$ cat src/hdl/adcs_params.svh
// Purpose: offsets, field positions and reset values of the converter sequencer
// Assumes: included by bare name
// Notes:   definitions only
`ifndef ADCS_PARAMS_SVH
`define ADCS_PARAMS_SVH

// ****************************************
// register offsets (byte addresses)
// ****************************************
`define ADCS_OFF_CTRL_A      12'h000
`define ADCS_OFF_CTRL_B      12'h004
`define ADCS_OFF_CTRL_C      12'h008
`define ADCS_OFF_INT_CTRL    12'h00C
`define ADCS_OFF_RES_HIGH    12'h010
`define ADCS_OFF_RES_LOW     12'h014

// ****************************************
// control register a fields
// ****************************************
`define ADCS_A_START         7
`define ADCS_A_BUSY          6
`define ADCS_A_POWER         5
`define ADCS_A_FORMAT        4
`define ADCS_A_CHAN_HI       1
`define ADCS_A_CHAN_LO       0

// ****************************************
// control register b and c fields
// ****************************************
`define ADCS_B_SRC_HI        7
`define ADCS_B_SRC_LO        4
`define ADCS_B_DIV_HI        2
`define ADCS_B_DIV_LO        0
`define ADCS_C_AMP_EN        7
`define ADCS_C_AMP_IN        4
`define ADCS_C_REF_HI        3
`define ADCS_C_REF_LO        2
`define ADCS_C_GAIN_HI       1
`define ADCS_C_GAIN_LO       0

// ****************************************
// interrupt control fields
// ****************************************
`define ADCS_I_GLOBAL_EN     0
`define ADCS_I_CONV_EN       1
`define ADCS_I_FLAG          2

// ****************************************
// reset values and counts
// ****************************************
`define ADCS_RST_BYTE        8'h00
`define ADCS_RST_RESULT      12'h000
`define ADCS_SAR_FIRST       12'h800
`define ADCS_SAMPLE_CYCLES   4'h4
`define ADCS_CONVERT_CYCLES  4'hC
`define ADCS_TOP_BIT         4'hB
`define ADCS_DIV_W           7

`endif

$ cat src/hdl/adcs_pkg.sv
// Purpose: types shared by the converter sequencer files
// Assumes: nothing
// Notes:   state codes walk idle, armed, sample, convert in gray order
package adcs_pkg;

  typedef enum logic [1:0] {
    ADCS_IDLE    = 2'b00,
    ADCS_ARMED   = 2'b01,
    ADCS_SAMPLE  = 2'b11,
    ADCS_CONVERT = 2'b10
  } adcs_state_t;

  typedef logic [2:0]  adcs_div_sel_t;
  typedef logic [11:0] adcs_result_t;

endpackage : adcs_pkg

$ cat src/hdl/adcs_div_if.sv
// Purpose: carries divider select, restart and tick between sequencer and divider
// Assumes: one clock domain
// Notes:   tick is a one-cycle enable pulse
`timescale 1ns/100ps
`default_nettype none
interface adcs_div_if;
  import adcs_pkg::*;
  adcs_div_sel_t divSel;
  logic          restart;
  logic          tick;
  modport ctrl (output divSel, output restart, input tick);
  modport div  (input divSel, input restart, output tick);
endinterface : adcs_div_if
`default_nettype wire

$ cat src/hdl/adcs_clk_div.sv
// Purpose: makes the converter clock as a one-cycle enable pulse
// Assumes: select codes 0..7 mean divide by 1..128
// Notes:   restart realigns the count so the first period is whole
`timescale 1ns/100ps
`default_nettype none
`include "adcs_params.svh"
module adcs_clk_div (
  input  wire logic clock,        // system clock
  input  wire logic rst_b,        // async reset, active low
  adcs_div_if.div   divPort       // select in, tick out
);
  import adcs_pkg::*;

  logic [`ADCS_DIV_W-1:0] cnt_r;
  logic [`ADCS_DIV_W-1:0] lastCount;

  // divide ratio
  // all-ones mask below the selected power of two
  assign lastCount = `ADCS_DIV_W'((8'h01 << divPort.divSel) - 8'h01);

  always_ff @(posedge clock or negedge rst_b) begin
    if (!rst_b) begin
      cnt_r <= '0;
    end else if (divPort.restart || cnt_r >= lastCount) begin
      cnt_r <= '0;
    end else begin
      cnt_r <= cnt_r + `ADCS_DIV_W'(1);
    end
  end

  assign divPort.tick = !divPort.restart && (cnt_r >= lastCount);

endmodule : adcs_clk_div
`default_nettype wire

$ cat src/hdl/adcs_sequencer.sv
// Purpose: apb-controlled sequencer for one 12-bit successive-approximation converter
// Assumes: comparator output arrives asynchronously; dac and switches are analog-side
// Notes:   zero-wait apb slave; read data registered in the setup phase
//
// How it works
// - start bit pulsed low-high-low by software launches one conversion
// - busy flag set once a conversion is launched, held during it
// - busy flag cleared when the conversion finishes
// - completion sets interrupt flag; irq out if both enables set
// - three-bit select divides system clock by 1 to 128
// - analog powered only with power enable; software waits before starting
// - four converter clocks sampling, then twelve converting
// - source codes 0000, 0100, 11xx route the chosen external channel
// - codes 0x01, 0x10, 0x11 pick internal signal, external switched off
// - format bit arranges result in high and low result registers
// - result readable in high and low registers once busy drops
// - result is a 12-bit unsigned code, full scale 0FFF
//
// Local design decisions: the register addresses and register access over APB.
`timescale 1ns/100ps
`default_nettype none
`include "adcs_params.svh"
module adcs_sequencer (
  input  wire logic                clock,           // system clock, 25 MHz
  input  wire logic                rst_b,           // async reset, active low
  input  wire logic                psel,            // apb select
  input  wire logic                penable,         // apb access phase
  input  wire logic                pwrite,          // apb write
  input  wire logic [11:0]         paddr,           // apb byte address
  input  wire logic [31:0]         pwdata,          // apb write data
  output logic                     pready,          // apb ready
  output logic [31:0]              prdata,          // apb read data
  output logic                     pslverr,         // apb error, unmapped address
  input  wire logic                compAbove,       // comparator: input above dac
  output logic                     analogPowerOn,   // converter analog power
  output logic                     sampleHold,      // sampling switch closed
  output adcs_pkg::adcs_result_t   dacCode,         // sar trial code
  output logic                     extConnect,      // external channel switch on
  output logic [1:0]               extChannel,      // external channel number
  output logic [3:0]               internalSource,  // internal source code, 0 if none
  output logic [1:0]               referenceSelect, // reference source select
  output logic                     ampEnable,       // reference gain amplifier on
  output logic                     ampInput,        // amplifier input select
  output logic [1:0]               ampGain,         // amplifier gain select
  output logic                     convIrq          // converter interrupt request
);
  import adcs_pkg::*;

  // ****************************************
  // declarations
  // ****************************************
  adcs_div_if divBus ();

  logic         startBit_r;
  logic         startPrev_r;
  logic         powerEn_r;
  logic         format_r;
  logic [1:0]   chan_r;
  logic [3:0]   srcSel_r;
  adcs_div_sel_t divSel_r;
  logic         ampEn_r;
  logic         ampIn_r;
  logic [1:0]   refSel_r;
  logic [1:0]   gain_r;
  logic         gie_r;
  logic         cie_r;
  logic         flag_r;
  logic         busy_r;
  adcs_state_t  state_r;
  adcs_state_t  state_nxt;
  logic [3:0]   cycCnt_r;
  logic [3:0]   bitIdx_r;
  adcs_result_t sar_r;
  adcs_result_t result_r;
  logic [31:0]  rdData_r;
  logic         err_r;
  logic         compS1_r;
  logic         compS2_r;
  logic         compS3_r;
  logic         compStable_r;
  logic         setupPh;
  logic         wrEn;
  logic         mapped;
  logic         startRise;
  logic         startFall;
  logic         convDone;
  logic         extCode;
  logic         intCode;
  logic [7:0]   resHigh;
  logic [7:0]   resLow;
  logic [31:0]  rdMux;

  // ****************************************
  // apb slave
  // ****************************************
  assign setupPh = psel && !penable;
  assign wrEn    = psel && penable && pwrite && !err_r;
  assign mapped  = (paddr == `ADCS_OFF_CTRL_A) || (paddr == `ADCS_OFF_CTRL_B) ||
                   (paddr == `ADCS_OFF_CTRL_C) || (paddr == `ADCS_OFF_INT_CTRL) ||
                   (paddr == `ADCS_OFF_RES_HIGH) || (paddr == `ADCS_OFF_RES_LOW);
  assign pready  = 1'b1;
  assign prdata  = rdData_r;
  assign pslverr = psel && penable && err_r;

  // result arrangement
  // format 0: left aligned; format 1: right aligned
  assign resHigh = format_r ? {4'h0, result_r[11:8]} : result_r[11:4];
  assign resLow  = format_r ? result_r[7:0] : {result_r[3:0], 4'h0};

  always_comb begin
    rdMux = 32'h0000_0000;
    case (paddr)
      `ADCS_OFF_CTRL_A:   rdMux = {24'h00_0000, startBit_r, busy_r, powerEn_r, format_r, 2'b00, chan_r};
      `ADCS_OFF_CTRL_B:   rdMux = {24'h00_0000, srcSel_r, 1'b0, divSel_r};
      `ADCS_OFF_CTRL_C:   rdMux = {24'h00_0000, ampEn_r, 2'b00, ampIn_r, refSel_r, gain_r};
      `ADCS_OFF_INT_CTRL: rdMux = {29'h0000_0000, flag_r, cie_r, gie_r};
      `ADCS_OFF_RES_HIGH: rdMux = {24'h00_0000, resHigh};
      `ADCS_OFF_RES_LOW:  rdMux = {24'h00_0000, resLow};
      default:            rdMux = 32'h0000_0000;
    endcase
  end

  // read data and error captured in setup so the access phase answers at once
  always_ff @(posedge clock or negedge rst_b) begin
    if (!rst_b) begin
      rdData_r <= 32'h0000_0000;
      err_r    <= 1'b0;
    end else if (setupPh) begin
      rdData_r <= pwrite ? 32'h0000_0000 : rdMux;
      err_r    <= !mapped;
    end
  end

  // ****************************************
  // configuration registers
  // ****************************************
  always_ff @(posedge clock or negedge rst_b) begin
    if (!rst_b) begin
      startBit_r <= 1'b0;
      powerEn_r  <= 1'b0;
      format_r   <= 1'b0;
      chan_r     <= 2'b00;
    end else if (wrEn && paddr == `ADCS_OFF_CTRL_A) begin
      startBit_r <= pwdata[`ADCS_A_START];
      powerEn_r  <= pwdata[`ADCS_A_POWER];
      format_r   <= pwdata[`ADCS_A_FORMAT];
      chan_r     <= pwdata[`ADCS_A_CHAN_HI:`ADCS_A_CHAN_LO];
    end
  end

  always_ff @(posedge clock or negedge rst_b) begin
    if (!rst_b) begin
      srcSel_r <= 4'h0;
      divSel_r <= 3'h0;
    end else if (wrEn && paddr == `ADCS_OFF_CTRL_B) begin
      srcSel_r <= pwdata[`ADCS_B_SRC_HI:`ADCS_B_SRC_LO];
      divSel_r <= pwdata[`ADCS_B_DIV_HI:`ADCS_B_DIV_LO];
    end
  end

  always_ff @(posedge clock or negedge rst_b) begin
    if (!rst_b) begin
      ampEn_r  <= 1'b0;
      ampIn_r  <= 1'b0;
      refSel_r <= 2'b00;
      gain_r   <= 2'b00;
    end else if (wrEn && paddr == `ADCS_OFF_CTRL_C) begin
      ampEn_r  <= pwdata[`ADCS_C_AMP_EN];
      ampIn_r  <= pwdata[`ADCS_C_AMP_IN];
      refSel_r <= pwdata[`ADCS_C_REF_HI:`ADCS_C_REF_LO];
      gain_r   <= pwdata[`ADCS_C_GAIN_HI:`ADCS_C_GAIN_LO];
    end
  end

  always_ff @(posedge clock or negedge rst_b) begin
    if (!rst_b) begin
      gie_r <= 1'b0;
      cie_r <= 1'b0;
    end else if (wrEn && paddr == `ADCS_OFF_INT_CTRL) begin
      gie_r <= pwdata[`ADCS_I_GLOBAL_EN];
      cie_r <= pwdata[`ADCS_I_CONV_EN];
    end
  end

  // ****************************************
  // start edge detection
  // ****************************************
  always_ff @(posedge clock or negedge rst_b) begin
    if (!rst_b) begin
      startPrev_r <= 1'b0;
    end else begin
      startPrev_r <= startBit_r;
    end
  end

  assign startRise = startBit_r && !startPrev_r;
  assign startFall = !startBit_r && startPrev_r;

  // ****************************************
  // comparator synchroniser
  // ****************************************
  // stage one is read only by stage two; stable value moves when stages 2 and 3 agree
  always_ff @(posedge clock or negedge rst_b) begin
    if (!rst_b) begin
      compS1_r     <= 1'b0;
      compS2_r     <= 1'b0;
      compS3_r     <= 1'b0;
      compStable_r <= 1'b0;
    end else begin
      compS1_r <= compAbove;
      compS2_r <= compS1_r;
      compS3_r <= compS2_r;
      if (compS2_r == compS3_r) begin
        compStable_r <= compS3_r;
      end
    end
  end

  // ****************************************
  // converter clock divider
  // ****************************************
  assign divBus.divSel  = divSel_r;
  assign divBus.restart = (state_r == ADCS_ARMED) && startFall;

  adcs_clk_div uDiv (
    .clock   (clock),
    .rst_b   (rst_b),
    .divPort (divBus.div)
  );

  // ****************************************
  // sequencer state machine
  // ****************************************
  assign convDone = (state_r == ADCS_CONVERT) && divBus.tick && (bitIdx_r == 4'h0);

  always_comb begin
    state_nxt = state_r;
    case (state_r)
      ADCS_IDLE: begin
        if (startRise) begin
          state_nxt = ADCS_ARMED;
        end
      end
      ADCS_ARMED: begin
        if (startFall) begin
          state_nxt = ADCS_SAMPLE;
        end
      end
      ADCS_SAMPLE: begin
        if (divBus.tick && cycCnt_r == `ADCS_SAMPLE_CYCLES - 4'h1) begin
          state_nxt = ADCS_CONVERT;
        end
      end
      ADCS_CONVERT: begin
        if (convDone) begin
          state_nxt = ADCS_IDLE;
        end
      end
      default: state_nxt = ADCS_IDLE;
    endcase
    if (startRise) begin
      state_nxt = ADCS_ARMED;
    end
    if (!powerEn_r) begin
      state_nxt = ADCS_IDLE;
    end
  end

  always_ff @(posedge clock or negedge rst_b) begin
    if (!rst_b) begin
      state_r <= ADCS_IDLE;
    end else begin
      state_r <= state_nxt;
    end
  end

  always_ff @(posedge clock or negedge rst_b) begin
    if (!rst_b) begin
      cycCnt_r <= 4'h0;
    end else if (state_nxt != state_r) begin
      cycCnt_r <= 4'h0;
    end else if (state_r == ADCS_SAMPLE && divBus.tick) begin
      cycCnt_r <= cycCnt_r + 4'h1;
    end
  end

  // ****************************************
  // busy flag
  // ****************************************
  always_ff @(posedge clock or negedge rst_b) begin
    if (!rst_b) begin
      busy_r <= 1'b0;
    end else if (!powerEn_r) begin
      busy_r <= 1'b0;
    end else if (state_nxt == ADCS_SAMPLE && state_r == ADCS_ARMED) begin
      busy_r <= 1'b1;
    end else if (convDone || startRise) begin
      busy_r <= 1'b0;
    end
  end

  // ****************************************
  // successive approximation
  // ****************************************
  // twelve conversion clocks
  always_ff @(posedge clock or negedge rst_b) begin
    if (!rst_b) begin
      sar_r    <= `ADCS_RST_RESULT;
      bitIdx_r <= 4'h0;
    end else if (state_r == ADCS_SAMPLE && state_nxt == ADCS_CONVERT) begin
      sar_r    <= `ADCS_SAR_FIRST;
      bitIdx_r <= `ADCS_TOP_BIT;
    end else if (state_r == ADCS_CONVERT && state_nxt == ADCS_CONVERT && divBus.tick) begin
      sar_r[bitIdx_r] <= compStable_r;
      sar_r[bitIdx_r - 4'h1] <= 1'b1;
      bitIdx_r <= bitIdx_r - 4'h1;
    end
  end

  always_ff @(posedge clock or negedge rst_b) begin
    if (!rst_b) begin
      result_r <= `ADCS_RST_RESULT;
    end else if (convDone && powerEn_r && !startRise) begin
      result_r <= {sar_r[11:1], compStable_r};
    end
  end

  // ****************************************
  // interrupt request flag
  // ****************************************
  // flag on completion
  // set wins over a software clear in the same cycle
  always_ff @(posedge clock or negedge rst_b) begin
    if (!rst_b) begin
      flag_r <= 1'b0;
    end else if (convDone && powerEn_r && !startRise) begin
      flag_r <= 1'b1;
    end else if (wrEn && paddr == `ADCS_OFF_INT_CTRL && !pwdata[`ADCS_I_FLAG]) begin
      flag_r <= 1'b0;
    end
  end

  always_ff @(posedge clock or negedge rst_b) begin
    if (!rst_b) begin
      convIrq <= 1'b0;
    end else begin
      convIrq <= flag_r && gie_r && cie_r;
    end
  end

  // ****************************************
  // analog controls
  // ****************************************
  // external source codes
  assign extCode = (srcSel_r == 4'h0) || (srcSel_r == 4'h4) || (srcSel_r[3:2] == 2'b11);
  assign intCode = !srcSel_r[3] && (srcSel_r[1:0] != 2'b00);

  always_ff @(posedge clock or negedge rst_b) begin
    if (!rst_b) begin
      analogPowerOn   <= 1'b0;
      sampleHold      <= 1'b0;
      dacCode         <= `ADCS_RST_RESULT;
      extConnect      <= 1'b0;
      extChannel      <= 2'b00;
      internalSource  <= 4'h0;
      referenceSelect <= 2'b00;
      ampEnable       <= 1'b0;
      ampInput        <= 1'b0;
      ampGain         <= 2'b00;
    end else begin
      analogPowerOn   <= powerEn_r;
      sampleHold      <= (state_r == ADCS_SAMPLE);
      dacCode         <= sar_r;
      extConnect      <= powerEn_r && extCode;
      extChannel      <= chan_r;
      internalSource  <= (powerEn_r && intCode) ? srcSel_r : 4'h0;
      referenceSelect <= refSel_r;
      ampEnable       <= ampEn_r;
      ampInput        <= ampIn_r;
      ampGain         <= gain_r;
    end
  end

endmodule : adcs_sequencer
`default_nettype wire

$ cat config.mk
export PLATFORM = sky130hd
export DESIGN_NAME = adcs_sequencer
export DESIGN_NICKNAME = d
export VERILOG_FILES = /design/src/hdl/adcs_pkg.sv /design/src/hdl/adcs_div_if.sv /design/src/hdl/adcs_clk_div.sv /design/src/hdl/adcs_sequencer.sv
export VERILOG_INCLUDE_DIRS = /design/src /design/src/hdl
export SDC_FILE = /design/constraint.sdc
export NUM_CORES = 1
export LEC_CHECK = 0
export ABC_CLOCK_PERIOD_IN_PS = 7000
export BUFFER_PORTS_ARGS = -buffer_cell sky130_fd_sc_hd__buf_2
export CAP_MARGIN = 0
export CORE_UTILIZATION = 59
export DETAILED_ROUTE_END_ITERATION = 8
export PLACE_DENSITY_LB_ADDON = 0.3
export SETUP_SLACK_MARGIN = 0.5
export SLEW_MARGIN = 20
export SYNTH_ARGS = -nofsm -noshare
export SYNTH_HDL_FRONTEND = slang
export SYNTH_SLANG_ARGS = --single-unit
export TNS_END_PERCENT = 50
$ cat constraint.sdc
create_clock -name clock -period 7 [get_ports clock]
set_input_delay 0.35 -clock clock [delete_from_list [all_inputs] [get_ports clock]]
set_output_delay 0.35 -clock clock [all_outputs]
set_load 0.02 [all_outputs]
======== After elaboration in Yosys (flattened, before gate mapping) ========
Cells that the tools add are included.
word-level totals
  bits in registers ....................... 129
  logic and storage cells ................. 150
  output and inout port bits .............. 62
operators by class
  eq/ne operators ......................... 16
  order comparisons ....................... 5
  bitwise operators ....................... 1
  shift operators ......................... 1
  muxes and demuxes ....................... 28
  reductions and logical operators ........ 57
  $add $sub $neg .......................... 4
operators with widths
  cell                                                                number
  case mux 8 bit (6 select lines)                                     1
  two-way mux 32 bit                                                  1
  logical AND 1 bit                                                   31
  equality test 12 x 4 -> 1 bit (second input constant)               2
  equality test 12 x 5 -> 1 bit (second input constant)               2
  two-way mux 12 bit                                                  2
  two-way mux 4 bit                                                   5
  two-way mux 8 bit                                                   2
  bitwise mux 12 bit                                                  1
  equality test 12 x 3 -> 1 bit (second input constant)               1
  logical NOT 12 bit                                                  1
  OR 12 bit                                                           1
  equality test 2 bit (second input constant)                         5
  less-than comparator 4 x 5 -> 1 bit (second input constant)         2
  two-way mux 2 bit                                                   5
  logical NOT 1 bit                                                   9
  logical OR 1 bit                                                    9
  demux 1 bit (select 4 bit)                                          2
  greater-or-equal comparator 4 x 1 -> 1 bit (second input constant)  2
  logical NOT 4 bit                                                   2
  case mux 2 bit (4 select lines)                                     1
  nonzero test 2 bit                                                  4
  adder 7 x 1 -> 7 bit (second input constant)                        1
  greater-or-equal comparator 7 bit                                   1
  other kinds (13)                                                    19

======== Logic depth before layout (Yosys ltp) ========
  depth after elaboration ................. 16
  mapped depth ............................ 15

======== Cells and area by module ========
A second synthesis with hierarchy kept.
unflattened totals
  cells, all modules ...................... 488
  area, all modules ....................... 5,173.7 um^2
modules (own cells, without submodules)
  module          area an instance (um^2)  cells an instance  instances  sequential area each (um^2)
  adcs_sequencer  4,690.7                  433                1          2,452.4
  adcs_clk_div    483.0                    55                 1          175.2

======== Worst setup path before layout ========
No wires, ideal clock.
  path type ............................... flip-flop to flip-flop
  start ................................... register divSel_r[2] (netlist: divBus.divSel[2])
  end ..................................... register result_r[10]
  required time ........................... 6,875 ps
  stages on the path, launching flop included .. 14
  setup slack ............................. 3,766 ps
  data arrival time ....................... 3,109 ps
  library setup time ...................... 125 ps
  path buffers ............................ 2
  path through ............................ dfrtp_1 clkbuf_1 or3_1 ha_1 nor3_1 a21oi_1 o21a_1 ha_1 nand4_1 and3_1 o21ai_1 nand4_1 clkbuf_1 mux2_2
between the ends
  longest elaborated chain between the ends .. 8
ends and longest elaborated chain
  item                               line                   text
  start, declared                    adcs_sequencer.sv:60   adcs_div_sel_t divSel_r;
  start signal, assigned             adcs_sequencer.sv:157  divSel_r <= pwdata[`ADCS_B_DIV_HI:`ADCS_B_DIV_LO];
  left shift 1 x 3 -> 7 bit          adcs_clk_div.sv:19     assign lastCount = `ADCS_DIV_W'((8'h01 << divPort.divSel) - 8'h01);
  subtractor 7 x 1 -> 7 bit          adcs_clk_div.sv:19
  greater-or-equal comparator 7 bit  adcs_clk_div.sv:31     assign divPort.tick = !divPort.restart && (cnt_r >= lastCount);
  logical AND 1 bit                  adcs_clk_div.sv:31
  logical AND 1 bit (2 in a row)     adcs_sequencer.sv:234  assign convDone = (state_r == ADCS_CONVERT) && divBus.tick && (bitIdx_r == 4'h0);
  logical AND 1 bit (2 in a row)     adcs_sequencer.sv:323  end else if (convDone && powerEn_r && !startRise) begin
  end signal, assigned               adcs_sequencer.sv:322  result_r <= `ADCS_RST_RESULT;
  end signal, assigned               adcs_sequencer.sv:324  result_r <= {sar_r[11:1], compStable_r};
  end, declared                      adcs_sequencer.sv:74   adcs_result_t result_r;
Every way passes these cells.
A chain may end at the register's enable or synchronous reset.

======== Worst setup path after layout ========
  start ................................... register divSel_r[2] (netlist: divBus.divSel[2])
  end ..................................... register result_r[5]
The elaborated chain is that of the path after synthesis.

==> flow_metrics.py <==
metrics = {
    "yosys": {
        "synth.top_cell.area_share_pct": 50.4,
        "synthMostInstantiatedCell": "dfrtp_1",
        "synth_area_um2": 5210,
        "synth_area_leaders": "dfrtp_1 (50%), mux2_2 (8.2%), buf_4 (3.6%)",
        "synthDistinctLibCells": 58,
        "ys_top_cells_by_count": "dfrtp_1 (105), mux2_2 (38), nand2_1 (33)",
        "ys_ff_latch": 105,
        "netlist_instances": 480,
        "synth-main-ff-cell": "dfrtp_1",
        "synth_area_per_cell_um2": 10.9,
        "async_reset_ff_share_pct": 100,
        "yosys_warnings": 0,
        "yosysTopAreaCell": "dfrtp_1",
        "ys_seq_area_share_pct": 50.4,
        "synth_enable_flop_cells": 0,
    },
    "global_routing": {
        "grt_usage_pct": 25.1,
        "grt_pass1_wl_um": 17500,
        "grt_overflow": 0,
        "grt_max_degree": 59,
        "grt_antenna_before_repair": 0,
        "grt_pass1_vias": 3548,
    },
    "power_and_ir_drop": {
        "clockPowerShare_pct": 36.4,
        "power.switching_uw": 269,
        "power.density_nw_per_um2": 183,
        "p_sw_share_pct": 26.0,
        "combPwrFrac_pct": 4.7,
        "p_seq_share_pct": 58.9,
        "ir_worst_vdd_uv": 81.6,
        "p_leak_uw": 0.00274,
        "cell_internal_pwr_uw": 767,
    },
    "worst_setup_path": {
        "crit_fanout": 13,
        "worstSetupPathType": "flop to flop",
        "crit_arrival_ns": 4.21,
        "r2r_start": "divBus.divSel[2]",
        "crit_path_max_incr_delay_ns": 0.73,
        "crit_chain": "or3_1 -> ha_1 -> nor3_1 -> a21oi_1 -> o21a_1 -> ha_1 -> nand4_1 -> and3_1 -> o21ai_1 -> nand4_1 -> mux2_2",
        "startpoint": "divBus.divSel[2]",
        "slowest_stage": "nand4_1",
        "cp-start-kind": "flop",
        "critPathRequiredTime_ns": 7.27,
        "end_kind": "flop",
    },
    "cts": {
        "cts_root_buf": "clkbuf_8",
        "clock_path_buffers": 2,
        "htreeDepth": 3,
        "clk_latency_ns": 0.39,
        "postCtsSetupBuffers": 0,
        "cts.clk_slew.worst_paths_ns": 0.12,
        "numCtsBuffers": 9,
        "cts_tree": "built",
        "cts.sink_count": 105,
    },
    "sta": {
        "final.setup.tns_ns": 0,
        "tightest_slew_ns": 0.756,
        "fmax_mhz": 253,
        "rsz0062_at_grt": "no",
        "skew_ns": 0.0138,
        "finalCritPeriodShare_pct": 56.4,
        "min_period_ns": 3.95,
        "slew_violations": 0,
        "hold_viol_final": 0,
        "relSlewSlack_pct": 49.4,
        "finalSetupViolCount": 0,
    },
    "die": {
        "die_width_um": 96.0,
        "initial_core_util_pct": 62.2,
        "io_pins": 112,
        "std_cell_rows": 33,
        "die_area_um2": 9220,
        "core-area_um2": 8380,
        "die_h_um": 96.0,
    },
    "cells_and_area": {
        "antenna_cells": 0,
        "ff_latch_area_um2": 2630,
        "nets": 592,
        "multi_input_area_um2": 2350,
        "final_layout_size_suffix_gt1_share_pct": 23.7,
        "final_core_util_pct": 67.7,
        "syn2layout_area_growth_pct": 8.86,
        "n_fill_cell": 678,
    },
    "routing": {
        "vias": 3770,
        "viasPerCell": 5.92,
        "wl_um": 10600,
        "remaining_drc_errors": 0,
        "avgRoutedWirePerCell_um": 16.6,
        "first_pass_iters": 4,
        "ant_nets": 0,
        "drt_iter0_drc": 117,
    },
    "place": {
        "port_buffers": 62,
        "dpl.hpwl_um": 7530,
        "place_congestion": 0.916,
    },
    "hold_path": {
        "hold_path.class": "primary input to flop",
        "hp-start": "compAbove",
    },
    "run_status": {
        "outcome": "complete, no violations",
    },
    "flow_run": {
        "cap_violations": 0,
    },
}
## power groups by stage
stage	registers [uW]	clock network (uW)	logic [uW]
2_1_floorplan	621	0	37.3
3_3_place_gp	622	0	48.5
3_5_place_dp	622	0	49.1
4_1_cts	610	385	49.6
5_1_grt	611	410	55.3
6_report	610	377	49.1
## kinds of logic (layout without fill, tap and decap cells)
group	Yosys count	in the layout	share of synthesized area (%)
and+or+nand+nor	136	136	13.7
DFF	105	105	50.4
AOI/OAI and AO/OA	102	102	13.6
buffers and inverters	63	91	6.34
muxes	49	49	10.8
adders and majority gates	16	16	3.79
xor gates and xnor gates	7	7	1.18
other	2	26	0.144
## registers in the layout (all words and copies together) (netlist names), 2 cells and up
signal / flops
state_r: 2
uDiv.cnt_r: 7
prdata: 8
sar_r: 12
gain_r: 2
extChannel: 2
internalSource: 4
divBus.divSel: 3
chan_r: 2
result_r: 12
refSel_r: 2
srcSel_r: 4
ampGain: 2
dacCode: 12
referenceSelect: 2
cycCnt_r: 4
bitIdx_r: 4
## area by class of cell
type	instances	area share, %
flip-flops and latches	105	46.3
multi-input cells	336	41.3
repair buffers	64	5.82
clock buffers	10	2.43
well taps	105	2.31
clock inverters	6	1.08
inverters	11	0.728
## final timing paths
check	slack, ns	endpoint	cells past startpoint
worst max-delay path	3.05	result_r[5]	11
worst min register to register	0.36	compS2_r	0
min in group asynchronous	0.50	chan_r[1]	2
worst min-delay path	0.07	compS1_r	1
worst max register to register	3.05	result_r[5]	11
max in group asynchronous	5.35	sar_r[4]	3
## per-stage QoR
| step | hold WS (ns) | power [uW] | instance area (um2) | setup slack, ns | std cells |
|---|---|---|---|---|---|
| after global routing | 0.0626 | 1080 | 5680 | 2.92 | 637 |
| after global placement | 0.337 | 670 | 5470 | 3.28 | 620 |
| after floorplan | 0.0544 | 658 | 5300 | 3.77 | 504 |
| after detailed placement | 0.343 | 671 | 5470 | 3.11 | 620 |
| final | 0.0730 | 1040 | 5680 | 3.05 | 637 |
| after CTS | 0.0632 | 1040 | 5680 | 3.07 | 637 |
## per-layer routing
metal | up-vias | track usage, % | part of all wire [%]
met5 | - | 0 | 0
met4 | 0 | 10.8 | 2.4
met3 | 23 | 4.19 | 4.5
met2 | 128 | 40.8 | 49
met1 | 1840 | 33.1 | 44
li1 | 1779 | - | -
## worst max-delay path, delay by kind of cell (launching register included)
family,cells,cell delay [ns]
compound gates,3,0.54
fa+ha+maj,2,0.56
flops,1,0.51
mux,1,0.52
simple gates,5,1.69
## placed cells by master (no fill, tap or decap), types with 7 or more instances in the layout
cell and instances:
clkbuf_8 10, nand3_1 9, a31oi_1 10, dfrtp_1 105, a221oi_1 7, conb_1 26, inv_1 11, nand2_1 33
a21oi_1 17, mux2i_1 8, ha_1 15, mux2_2 38, buf_2 61, nand2b_1 7, nor2_1 30, nor2b_1 9
o21ai_0 19, nor3_1 12
## what timing repair did
action,4_1_cts,5_1_grt
hold buffers,1,0
resized for setup,0,0
endpoints found under the hold margin,47,0
No activity file was read; power rests on OpenSTA's default activity.
